**config.mk**
```make
export PLATFORM = sky130hd
export DESIGN_NAME = cfd_config_decode
export DESIGN_NICKNAME = d
export VERILOG_FILES = /design/src/cfd_pkg.sv /design/src/cfd_id_mem.sv /design/src/cfd_config_decode.sv
export VERILOG_INCLUDE_DIRS = /design/src
export SDC_FILE = /design/constraint.sdc
export NUM_CORES = 1
export LEC_CHECK = 0
export BUFFER_PORTS_ARGS = -buffer_cell sky130_fd_sc_hd__buf_2
export CORE_MARGIN = 2
export CORE_UTILIZATION = 54
export CTS_BUF_LIST = sky130_fd_sc_hd__clkbuf_16
export DETAILED_ROUTE_END_ITERATION = 10
export HOLD_SLACK_MARGIN = 0.06
export PLACE_DENSITY = 0.81
export SYNTH_ARGS = -nofsm -noshare
export SYNTH_HDL_FRONTEND = slang
export SYNTH_SLANG_ARGS = --single-unit
```
**constraint.sdc**
```tcl
create_clock -name hclk -period 3.23 [get_ports hclk]
set_input_delay 0 -clock hclk [delete_from_list [all_inputs] [get_ports hclk]]
set_output_delay 0 -clock hclk [all_outputs]
set_load 0.02 [all_outputs]
```
**src/cfd_regs.svh**
```systemverilog
// register indices, field positions, reset values and decode constants for the configuration decoder
// Overview of operation
// watchdog postscale field bits 3..1 gives divide ratio 2^field, 1:1 up to 1:128.
// watchdog fuse enable one runs watchdog always; zero defers to software enable.
// unimplemented configuration bit positions always read back as zero.
// brown-out level bits 3..2 select 2.5V, 2.7V, 4.2V or 4.5V trip.
// brown-out enable bit 1 turns brown-out reset generation on or off.
// power-up timer enable bit 0 is active low: one disables the timer.
// brown-out reset enabled forces the power-up timer on regardless of its bit.
// channel-2 pin select zero routes capture/compare to port B bit 3, one elsewhere.
// configuration bits read one when unprogrammed; programming only clears bits.
// eight one-byte user ID locations at indices 0x200000 through 0x200007.
// ID locations read back true contents even when code protection is on.
// programmer should write ID upper nibble as ones, data in lower nibble.
// an executed ID byte with upper nibble all ones behaves as no-operation.
// watchdog, brown-out and pin select bytes sit at 300003h, 300002h, 300005h.
// stack-fault enable bit 0 resets on stack full or underflow when one.
// decoded controls stay stable after reset and feed their units continuously.
`ifndef CFD_REGS_SVH
`define CFD_REGS_SVH

`define CFD_IDX_BOR 32'h0030_0002
`define CFD_IDX_WDT 32'h0030_0003
`define CFD_IDX_CCP 32'h0030_0005
`define CFD_IDX_STK 32'h0030_0006
`define CFD_IDX_ID_FIRST 32'h0020_0000
`define CFD_ID_COUNT 8
`define CFD_ID_AW 3

`define CFD_UNPROG 8'hFF
`define CFD_MASK_WDT 8'h0F
`define CFD_MASK_BOR 8'h0F
`define CFD_MASK_CCP 8'h01
`define CFD_MASK_STK 8'h03

`define CFD_WDT_PS_MSB 3
`define CFD_WDT_PS_LSB 1
`define CFD_WDT_EN_BIT 0
`define CFD_BOR_LVL_MSB 3
`define CFD_BOR_LVL_LSB 2
`define CFD_BOR_EN_BIT 1
`define CFD_POWERUP_TIMER_N_BIT 0
`define CFD_CCP_SEL_BIT 0
`define CFD_STK_EN_BIT 0

`define CFD_RATIO_ONE 8'h01
`define CFD_BOR_MV_00 16'h1194
`define CFD_BOR_MV_01 16'h1068
`define CFD_BOR_MV_10 16'h0A8C
`define CFD_BOR_MV_11 16'h09C4
`define CFD_NOP_NIBBLE 4'hF

`endif

```
**src/cfd_pkg.sv**
```systemverilog
// types shared by the configuration decoder files
package cfd_pkg;

    typedef enum logic [5:0] {
        CFD_SEL_NONE = 6'h01,
        CFD_SEL_BOR = 6'h02,
        CFD_SEL_WDT = 6'h04,
        CFD_SEL_CCP = 6'h08,
        CFD_SEL_STK = 6'h10,
        CFD_SEL_ID = 6'h20
    } cfd_sel_t;

    typedef struct packed {
        logic [7:0] wdt_cfg;
        logic [7:0] bor_cfg;
        logic [7:0] ccp_cfg;
        logic [7:0] stk_cfg;
        logic dp_valid;
        logic dp_write;
        cfd_sel_t dp_sel;
        logic [2:0] dp_idx;
        logic [31:0] rdata;
        logic ccp_in;
        logic pb3_out;
        logic pb3_oe_n;
        logic alt_out;
        logic alt_oe_n;
        logic stk_reset;
    } cfd_state_t;

endpackage

```
**src/cfd_id_mem.sv**
```systemverilog
// user ID byte store with clear-only programming and two registered read ports
module cfd_id_mem #(
    parameter int WIDTH = 8,
    parameter int DEPTH = 8,
    parameter int AW = 3
) (
    input wire logic clk,
    input wire logic rst_n,
    input wire logic wr_en,
    input wire logic [AW-1:0] wr_addr,
    input wire logic [WIDTH-1:0] wr_data,
    input wire logic [AW-1:0] rd_addr,
    output logic [WIDTH-1:0] rd_data,
    input wire logic [AW-1:0] fetch_addr,
    output logic [WIDTH-1:0] fetch_data
);

    typedef struct packed {
        logic [DEPTH-1:0][WIDTH-1:0] mem;
        logic [WIDTH-1:0] rd;
        logic [WIDTH-1:0] fd;
    } cfd_mem_state_t;

    cfd_mem_state_t s_reg;
    cfd_mem_state_t s_next;

    always_comb begin
        s_next = s_reg;
        // programming can only clear bits
        if (wr_en) begin
            s_next.mem[wr_addr] = s_reg.mem[wr_addr] & wr_data;
        end
        // reads see a write in flight; no scrambling on any path
        s_next.rd = s_next.mem[rd_addr];
        s_next.fd = s_next.mem[fetch_addr];
    end

    always_ff @(posedge clk or negedge rst_n) begin
        if (!rst_n) begin
            s_reg <= '1;
        end else begin
            s_reg <= s_next;
        end
    end

    assign rd_data = s_reg.rd;
    assign fetch_data = s_reg.fd;

endmodule

```
**src/cfd_config_decode.sv**
```systemverilog
// configuration byte decoder with ahb-lite access to fuse bytes and user ID locations
`include "cfd_regs.svh"

module cfd_config_decode (
    input wire logic hclk,
    input wire logic hresetn,
    input wire logic hsel,
    input wire logic [31:0] haddr,
    input wire logic [1:0] htrans,
    input wire logic hwrite,
    input wire logic [2:0] hsize,
    input wire logic [31:0] hwdata,
    input wire logic hready,
    output logic [31:0] hrdata,
    output logic hreadyout,
    output logic hresp,
    input wire logic watchdog_soft_enable,
    output logic [7:0] watchdog_postscale_ratio,
    output logic [2:0] watchdog_postscale_sel,
    output logic watchdog_timer_run,
    output logic [1:0] brownout_level_sel,
    output logic [15:0] brownout_trip_level,
    output logic brownout_reset_enable,
    output logic powerup_timer_run,
    input wire logic capture_ch2_out,
    input wire logic capture_ch2_drive,
    output logic capture_ch2_in,
    output logic capture_ch2_pin_sel,
    input wire logic portb_bit3_in,
    output logic portb_bit3_out,
    output logic portb_bit3_oe_n,
    input wire logic alt_pin_in,
    output logic alt_pin_out,
    output logic alt_pin_oe_n,
    input wire logic stack_full,
    input wire logic stack_underflow,
    output logic stack_fault_reset_enable,
    output logic stack_fault_reset,
    input wire logic [2:0] id_fetch_addr,
    output logic [7:0] id_fetch_opcode,
    output logic id_fetch_nop
);
    import cfd_pkg::*;

    cfd_state_t s_reg;
    cfd_state_t s_next;

    localparam cfd_state_t CFD_RST = '{
        wdt_cfg: `CFD_UNPROG,
        bor_cfg: `CFD_UNPROG,
        ccp_cfg: `CFD_UNPROG,
        stk_cfg: `CFD_UNPROG,
        dp_valid: 1'b0,
        dp_write: 1'b0,
        dp_sel: CFD_SEL_NONE,
        dp_idx: 3'h0,
        rdata: 32'h0000_0000,
        ccp_in: 1'b0,
        pb3_out: 1'b0,
        pb3_oe_n: 1'b1,
        alt_out: 1'b0,
        alt_oe_n: 1'b1,
        stk_reset: 1'b0
    };

    logic addr_take;
    cfd_sel_t sel_a;
    logic id_wr_en;
    logic [7:0] id_rd_data;
    logic [7:0] wdt_rd;
    logic [7:0] bor_rd;
    logic [7:0] ccp_rd;
    logic [7:0] stk_rd;

    // address decode: registers sit at four times their index
    always_comb begin
        sel_a = CFD_SEL_NONE;
        if (haddr[1:0] == 2'h0) begin
            if (haddr[31:2] == 30'(`CFD_IDX_BOR)) begin
                sel_a = CFD_SEL_BOR;
            end else if (haddr[31:2] == 30'(`CFD_IDX_WDT)) begin
                sel_a = CFD_SEL_WDT;
            end else if (haddr[31:2] == 30'(`CFD_IDX_CCP)) begin
                sel_a = CFD_SEL_CCP;
            end else if (haddr[31:2] == 30'(`CFD_IDX_STK)) begin
                sel_a = CFD_SEL_STK;
            end else if (haddr[31:5] == 27'(`CFD_IDX_ID_FIRST >> `CFD_ID_AW)) begin
                sel_a = CFD_SEL_ID;
            end
        end
    end

    assign addr_take = hsel && hready && htrans[1];
    assign id_wr_en = s_reg.dp_valid && s_reg.dp_write && (s_reg.dp_sel == CFD_SEL_ID);

    // unimplemented bits are masked on every read path
    assign wdt_rd = s_next.wdt_cfg & `CFD_MASK_WDT;
    assign bor_rd = s_next.bor_cfg & `CFD_MASK_BOR;
    assign ccp_rd = s_next.ccp_cfg & `CFD_MASK_CCP;
    assign stk_rd = s_next.stk_cfg & `CFD_MASK_STK;

    always_comb begin
        s_next = s_reg;
        // data phase of a write: fuse bytes only lose ones
        if (s_reg.dp_valid && s_reg.dp_write) begin
            unique case (s_reg.dp_sel)
                CFD_SEL_BOR: s_next.bor_cfg = s_reg.bor_cfg & hwdata[7:0];
                CFD_SEL_WDT: s_next.wdt_cfg = s_reg.wdt_cfg & hwdata[7:0];
                CFD_SEL_CCP: s_next.ccp_cfg = s_reg.ccp_cfg & hwdata[7:0];
                CFD_SEL_STK: s_next.stk_cfg = s_reg.stk_cfg & hwdata[7:0];
                CFD_SEL_ID: begin
                end
                CFD_SEL_NONE: begin
                end
            endcase
        end
        s_next.dp_valid = addr_take;
        s_next.dp_write = addr_take && hwrite;
        s_next.dp_sel = addr_take ? sel_a : CFD_SEL_NONE;
        s_next.dp_idx = haddr[4:2];
        s_next.rdata = 32'h0000_0000;
        if (addr_take && !hwrite) begin
            unique case (sel_a)
                CFD_SEL_BOR: s_next.rdata = {24'h00_0000, bor_rd};
                CFD_SEL_WDT: s_next.rdata = {24'h00_0000, wdt_rd};
                CFD_SEL_CCP: s_next.rdata = {24'h00_0000, ccp_rd};
                CFD_SEL_STK: s_next.rdata = {24'h00_0000, stk_rd};
                CFD_SEL_ID: begin
                end
                CFD_SEL_NONE: begin
                end
            endcase
        end
        // capture/compare channel 2 pin routing
        if (s_reg.ccp_cfg[`CFD_CCP_SEL_BIT]) begin
            s_next.ccp_in = alt_pin_in;
            s_next.alt_out = capture_ch2_out;
            s_next.alt_oe_n = !capture_ch2_drive;
            s_next.pb3_out = 1'b0;
            s_next.pb3_oe_n = 1'b1;
        end else begin
            s_next.ccp_in = portb_bit3_in;
            s_next.pb3_out = capture_ch2_out;
            s_next.pb3_oe_n = !capture_ch2_drive;
            s_next.alt_out = 1'b0;
            s_next.alt_oe_n = 1'b1;
        end
        s_next.stk_reset = s_reg.stk_cfg[`CFD_STK_EN_BIT] && (stack_full || stack_underflow);
    end

    always_ff @(posedge hclk or negedge hresetn) begin
        if (!hresetn) begin
            s_reg <= CFD_RST;
        end else begin
            s_reg <= s_next;
        end
    end

    cfd_id_mem #(
        .WIDTH(8),
        .DEPTH(`CFD_ID_COUNT),
        .AW(`CFD_ID_AW)
    ) u_id_mem (
        .clk(hclk),
        .rst_n(hresetn),
        .wr_en(id_wr_en),
        .wr_addr(s_reg.dp_idx),
        .wr_data(hwdata[7:0]),
        .rd_addr(haddr[4:2]),
        .rd_data(id_rd_data),
        .fetch_addr(id_fetch_addr),
        .fetch_data(id_fetch_opcode)
    );

    // zero-wait slave, always OKAY
    assign hreadyout = 1'b1;
    assign hresp = 1'b0;
    assign hrdata = (s_reg.dp_sel == CFD_SEL_ID) ? {24'h00_0000, id_rd_data} : s_reg.rdata;

    // decoded controls other than watchdog_timer_run, which also ORs in watchdog_soft_enable, follow the fuse flops directly, so they never glitch
    assign watchdog_postscale_sel = s_reg.wdt_cfg[`CFD_WDT_PS_MSB:`CFD_WDT_PS_LSB];
    assign watchdog_postscale_ratio = `CFD_RATIO_ONE << watchdog_postscale_sel;
    assign watchdog_timer_run = s_reg.wdt_cfg[`CFD_WDT_EN_BIT] || watchdog_soft_enable;
    assign brownout_level_sel = s_reg.bor_cfg[`CFD_BOR_LVL_MSB:`CFD_BOR_LVL_LSB];
    always_comb begin
        unique case (brownout_level_sel)
            2'h3: brownout_trip_level = `CFD_BOR_MV_11;
            2'h2: brownout_trip_level = `CFD_BOR_MV_10;
            2'h1: brownout_trip_level = `CFD_BOR_MV_01;
            2'h0: brownout_trip_level = `CFD_BOR_MV_00;
        endcase
    end
    assign brownout_reset_enable = s_reg.bor_cfg[`CFD_BOR_EN_BIT];
    assign powerup_timer_run = !s_reg.bor_cfg[`CFD_POWERUP_TIMER_N_BIT] || brownout_reset_enable;
    assign capture_ch2_pin_sel = s_reg.ccp_cfg[`CFD_CCP_SEL_BIT];
    assign capture_ch2_in = s_reg.ccp_in;
    assign portb_bit3_out = s_reg.pb3_out;
    assign portb_bit3_oe_n = s_reg.pb3_oe_n;
    assign alt_pin_out = s_reg.alt_out;
    assign alt_pin_oe_n = s_reg.alt_oe_n;
    assign stack_fault_reset_enable = s_reg.stk_cfg[`CFD_STK_EN_BIT];
    assign stack_fault_reset = s_reg.stk_reset;
    assign id_fetch_nop = (id_fetch_opcode[7:4] == `CFD_NOP_NIBBLE);
endmodule

```
# Word-level counts from Yosys, hierarchy flattened
# Cells that the tools add are included.
# op_classes
order_cmp	4
n_eq_ne	18
shifts	1
muxes	27
bitwise_logic	5
n_reduce_logical	20
# ops
op	count
$eq A30 B22 Y1 const B	4
$bmux W8 S3	3
$bwmux W64	1
$mux W64	1
$pmux W16 S4	1
$mux W8	7
$mux W6	7
$and A8 B8 Y8	5
$mux W32	1
$mux W28	1
$eq A27 B19 Y1 const B	1
$demux W8 S3	1
$pmux W4 S4	1
$eq A6 B2 Y1 const B	2
$eq A6 B3 Y1 const B	2
$eq A6 B4 Y1 const B	2
$eq A6 B5 Y1 const B	2
$lt A3 B4 Y1 const B	3
$logic_and A1 B1 Y1	8
$mux W4	2
$reduce_and A2 Y1	4
$shl A1 B3 Y8 const A	1
$eq A6 B6 Y1 const B	1
$mux W5	1
other kinds (7)	13
# word_totals
regBits	161
wordCells	104

# Longest topological paths before layout
# Gate-level depths: netlist (run 1).
# depth
ltp_word	10
mapped_depth	11
mapped_depth_nobuf	8

# Cells and area by module
# A second synthesis (run 1) with hierarchy kept.
# unflattened
hier_cells	709
hier_area_um2	7108.1
# by_module_without_submodules
mod	instances	cells_per_inst	area_each_um2	seq_area_each_um2
cfd_id_mem	1	517	5099.9	2102.0
cfd_config_decode	1	192	2008.2	818.3

# Worst setup path after synthesis (run 1)
# Ideal clock, no wire load.
# synth_timing
path_kind	register -> register
startpoint	reg s_reg[40] (netlist bit)
endpoint	reg u_id_mem.s_reg (netlist bit u_id_mem.fetch_data[2])
arrival_time_ps	2198
t_required_ps	3153
path_slack_ps	955
stages_incl_launch_ff	9
path_buffers	1
cell_sequence	dfrtp_1 -> buf_6 -> mux2_4 -> a22o_1 -> a221oi_4 -> nand2b_1 -> o21ai_1 -> mux4_2 -> o21ba_1
# synth_rtl
item	line_no	text
start, declared	cfd_config_decode.sv:45	cfd_state_t s_reg;
start signal, assigned	cfd_config_decode.sv:155	s_reg <= s_next;
end signal, assigned	cfd_id_mem.sv:42	s_reg <= s_next;
end, declared	cfd_id_mem.sv:24	cfd_mem_state_t s_reg;

==> metrics.yaml, run 1 <==
outcome: "finished clean"
numCtsBuffers: 9
core_area_um2: 12500
dr.pass1.iters: 5
io_pins: 167
final_cells: 984
start_util_pct: 54.7
syn_area_per_cell_um2: 9.79
via_per_inst: 6.24
drive_gt1_share_pct: 34.7
yosysMostFrequentCell: "dfstp_2"
antennaDiodeCount: 0
yosysUniqueCellTypes: 81
die_width_um: 117
clk_path_buf_depth: 2
timing.final.crit_share_pct: 93.9
critPathMaxFanout: 14
grt_pass1_vias: 5903
skew_ns: 0.00665
r2r_cells: 6
finalCoreUtilization_pct: 63.0
overflow: 0
worstPathArrival_ns: 3.32
num_rows: 41
clkTransAtPathRegs_ns: 0.07
cts_htree_levels: 3
setup-violations-final: 0
crit_type: "reg2reg"
clkLatencyLatePin_ns: 0.36
cts_tree: "done"
synthTopCellsByCount: "94 x dfstp_2, 78 x nand2_1, 51 x buf_4"
final_nets: 896
wire_per_inst_um: 21.4
hp-class: "in2reg"
maxCapViolations: 0
portBuffers: 106
synthDominantCellAreaShare_pct: 36.0
largest_reg_flops: 64
wl_um: 21100
dieHeight_um: 117
finalCriticalPeriod_ns: 3.03
vias: 6136
yosysWarnings: 0
synth-seq-area-share_pct: 42.6
synth_enable_flop_cells: 0
ir_worst_vdd_uv: 309
power_leakage_nw: 3.77
tightest_slew_ns: 0.896
ctsResizeCount: 0
clock-sinks: 112
worstPathRequired_ns: 3.52
postRouteAntennaNets: 0
postSynthCellCount: 700
post-dp-hpwl_um: 15000
holdWs_ns: 0.0715
synthArstFlopShare_pct: 100
track_usage_pct: 32.3
slew_viol_final: 0
power_density_nw_per_um2: 393
ys.flop_type: "dfstp_2"
netlist_area_um2: 6850
remaining_drc_errors: 0
rsz0062_at_grt: "no"
cts-root-buf: "clkbuf_16"
max_freq_mhz: 330
grt_antenna_before_repair: 1
synthTopCellsByArea: "dfstp_2 36%, dfrtp_1 6.6%, buf_4 5.6%"
first_iter_violations: 670
grt_pass1_wl_um: 32600
min_path_cells: 2
fillers: 1052
startpoint_type: "flop"
synth_top_cell_by_area: "dfstp_2"
gp_congestion: 0.998
syn_to_final_growth_pct: 15.0
die_area_um2: 13600
end_kind: "flop"
grt_max_degree: 73
tns_ns: 0
synth-seq-cells: 112
relSlewSlack_pct: 40.2
hold_viol: 0
post-place-cells: 944
kinds of logic (layout without fill, tap and decap cells):
family          Yosys count  count (layout)  synth area share [%]
flops                   112             112                  42.6
xor+xnor                  1               1                 0.128
other cells               2              32                 0.110
fa+ha+maj                 5               5                 0.913
simple gates            243             243                  19.1
buf+inv                 117             199                  9.66
mux                      56              56                  10.4
compound gates          164             164                  17.1
power breakdown:
part	internal [W]	total, W	leakage (nW)	switching, W
registers	0.00145	0.00147	1.23	0.0000197
logic	0.000152	0.000452	2.39	0.000301
clock network	0.000670	0.00118	0.159	0.000507
path summary, 6_finish.rpt:
check	start	endpoint	slack, ns
min in group asynchronous	hresetn	alt_pin_out	0.32
hold / removal	hwdata[1]	s_reg[50]	0.07
setup / recovery	s_reg[40]	u_id_mem.fetch_data[5]	0.20
hold reg to reg	s_reg[50]	s_reg[50]	0.48
max in group asynchronous	hresetn	u_id_mem.s_reg[33]	2.01
setup reg to reg	s_reg[40]	u_id_mem.fetch_data[5]	0.20
critical path, stage by stage (launching register included):
cell and delay (ns):
dfrtp_1 0.63, inv_1 0.46, nand4_2 0.53, o31ai_1 0.69, nor2_1 0.08, o32ai_1 0.35, a211o_1 0.21
what timing repair did:
action                                  4_1_cts  5_1_grt
hold buffers                                 24        0
buffers inserted                              0        0
endpoints found under the setup margin        0        0
endpoints found under the hold margin        62        0
metal layers:
layer	up-vias	GRT usage, %	part of all wire, %
li1	2685	-	-
met1	2989	42.8	39
met2	383	50.7	47
met3	79	9.13	10
met4	0	12.5	3.5
met5	-	0	0
stage by stage:
step | worst slack (ns) | power, W | cell area [µm²]
6_report | 0.198 | 0.00310 | 7880
5_1_grt | 0.127 | 0.00321 | 7880
4_1_cts | 0.304 | 0.00311 | 7880
3_5_place_dp | 0.341 | 0.00192 | 7340
3_3_place_gp | 0.456 | 0.00191 | 7340
2_1_floorplan | 0.955 | 0.00180 | 6960
layout make-up:
cell class,instances,area (µm²),share of cell area (%)
inverters,30,113,1.43
flip-flops and latches,112,2920,37.0
repair buffers,153,946,12.0
multi-input cells,501,3380,42.9
well taps,172,215,2.73
clock inverters,7,81.3,1.03
clock buffers,9,225,2.86
cell usage in the layout, fill, tap and decap left out, drive strengths merged, types with 7 or more instances in the layout:
cell type and n:
a21oi 19, and2 9, and3 10, buf 129, clkbuf 9, conb 32
dfrtp 18, dfstp 94, dlygate4sd3 24, inv 30, mux2 14, mux2i 32
mux4 10, nand2 79, nand2b 10, nand3 8, nand3b 7, nand4 17
nor2 39, nor2b 10, nor3 13, nor4 12, o211ai 14, o21a 9
o21ai 47, o22ai 7, o31ai 12, or2 7
Note: power is estimated with default switching activity, not from simulation.
==> inputs of run 2 (changes only) <==
CORE_UTILIZATION = 25   (was 54)
PLACE_DENSITY = default   (was 0.81)
RECOVER_POWER = 50   (was default)
clock period = 3.46 ns   (was 3.23 ns; I/O delays follow)
==> run 2 against run 1 <==
Net effect:
- the run now ends with max-capacitance violations, max-slew violations left
- critical path depth is 4 higher
- count of clock-buffer cells in the layout is 1 higher
- non-clock buffer count is 2 lower
- largest cell class unchanged
- largest power group unchanged
==> metrics.yaml, run 2 (synthesis results as in run 1) <==
startpoint: "haddr[21]"
portBuffers: 106  # unchanged
maxCapViolations: 1  # +1
track_usage_pct: 15.2  # -17 points
postRouteAntennaNets: 0  # unchanged
relSlewSlack_pct: -27.8  # -68 points
cts_htree_levels: 3  # unchanged
min_path_cells: 3  # +1
dr.pass1.iters: 6  # +1
hold_viol: 0  # unchanged
clock-sinks: 112  # unchanged
clkLatencyLatePin_ns: 0.37  # about the same
numCtsBuffers: 9  # unchanged
wire_per_inst_um: 18.8  # -12%
rsz0062_at_grt: "no"
cts_tree: "done"
r2r_cells: 7  # +1
reg2reg_slack_ns: 0.57  # +0.37 ns
finalCriticalPeriod_ns: 2.93
post-cts-setup-buffer-count: 0  # unchanged
antennaDiodeCount: 0  # unchanged
largest_reg_flops: 64  # unchanged
cts-root-buf: "clkbuf_16"
wl_um: 21600  # +2.7%
start_util_pct: 25.4  # -29 points
clkTransAtPathRegs_ns: 0.08  # about the same
tightest_slew_ns: 1.92  # +1.02 ns
first_iter_violations: 590  # -12%
via_per_inst: 5.07  # -19%
min-delay-start: "haddr[3]"
slew_viol_final: 36  # +36
grt_antenna_before_repair: 0  # -1
holdWs_ns: 0.0987  # +0.0272 ns
post-place-cells: 1110  # +18%
outcome: "finished with violations"
num_rows: 60  # +46%
cp_slowest_stage_delay_ns: 0.62  # -0.07 ns
power_leakage_nw: 3.68  # -2.5%
grt_max_degree: 48  # -34%
timing.final.crit_share_pct: 84.7
rr_startpoint: "s_reg[39]"
post-dp-hpwl_um: 15700  # +4.2%
clk_path_buf_depth: 2  # unchanged
hp-class: "in2reg"
critPathSlowestCell: "or4_1"
grt_pass1_vias: 5608  # -5.0%
worstPathRequired_ns: 3.75  # +0.23 ns
drive_gt1_share_pct: 30.9  # -3.9 points
cpMostUsedCell: "dlygate4sd3_1"
die_width_um: 170  # +45%
layout_common_cells: "90 x dfstp_2, 81 x buf_2, 78 x nand2_1, 39 x nor2_1"
failed_checks: "max-capacitance violations, max-slew violations"
setup-violations-final: 0  # unchanged
remaining_drc_errors: 0  # unchanged
max_freq_mhz: 341
critPathMaxFanout: 6  # -8
gp_congestion: 0.931  # -6.7%
crit_type: "in2reg"
worstPathArrival_ns: 3.22  # -0.10 ns
core_area_um2: 27000  # +120%
dieHeight_um: 170  # +45%
final_common_cell: "dfstp_2"
ir_worst_vdd_uv: 248  # -20%
final_nets: 894  # -0.22%
startpoint_type: "primary input"
final_cells: 1151  # +17%
vias: 5832  # -5.0%
grt_pass1_wl_um: 33300  # +2.1%
overflow: 0  # unchanged
end_kind: "flop"
syn_to_final_growth_pct: 17.4
tns_ns: 0  # unchanged
die_area_um2: 28700  # +110%
crit_chain: "dlygate4sd3_1 -> buf_2 -> nor4_1 -> dlygate4sd3_1 -> nand4_1 -> dlygate4sd3_1 -> nor2_1 -> nand2_1 -> or4_1 -> nor2_1"
power_density_nw_per_um2: 361  # -8.2%
cts_hold_buf: 25  # +4.2%
skew_ns: 0.0119  # +0.00527 ns
ctsResizeCount: 0  # unchanged
io_pins: 167  # unchanged
==> run 2: power breakdown <==
part           switching [W]  internal [W]
combinational       0.000281      0.000136
clock               0.000509      0.000608
sequential         0.0000182       0.00136
total               0.000808       0.00210
==> run 2: final cells by class <==
type,count,area [µm²]
clock buffers,10,250
repair buffers,151,891
fillers,2820,18900
well taps,341,427
multi-input cells,501,3380
clock inverters,6,63.8
inverters,30,113
flip-flops and latches,112,2920
==> run 2: worst max-delay path, delay by kind of cell <==
family,cells,cell delay [ns]
and+or+nand+nor,6,1.41
buffers and inverters,4,1.81
==> run 2: layer usage <==
| metal | up-vias | track usage, % | share of wire [%] |
|---|---|---|---|
| li1 | 2679 | - | - |
| met1 | 2860 | 21.0 | 45 |
| met2 | 257 | 23.1 | 45 |
| met3 | 36 | 3.26 | 7.2 |
| met4 | 0 | 6.21 | 2.8 |
| met5 | - | 0 | 0 |
==> run 2: through the flow <==
stage	setup slack, ns	utilization [%]	total power (W)	instance area, µm²
detailed placement	0.694	27.9	0.00179	7520
CTS	0.535	30.0	0.00293	8090
global route	0.197	29.9	0.00301	8050
global placement	0.708	27.9	0.00179	7520
finish	0.529	29.9	0.00291	8050
floorplan	1.18	-	0.00168	6960
==> run 2: worst paths after layout <==
kind	endpoint
min in group asynchronous	capture_ch2_in
hold reg to reg	s_reg[50]
max in group asynchronous	s_reg[39]
hold / removal	u_id_mem.rd_data[1]
setup reg to reg	u_id_mem.fetch_data[2]
setup / recovery	s_reg[8]
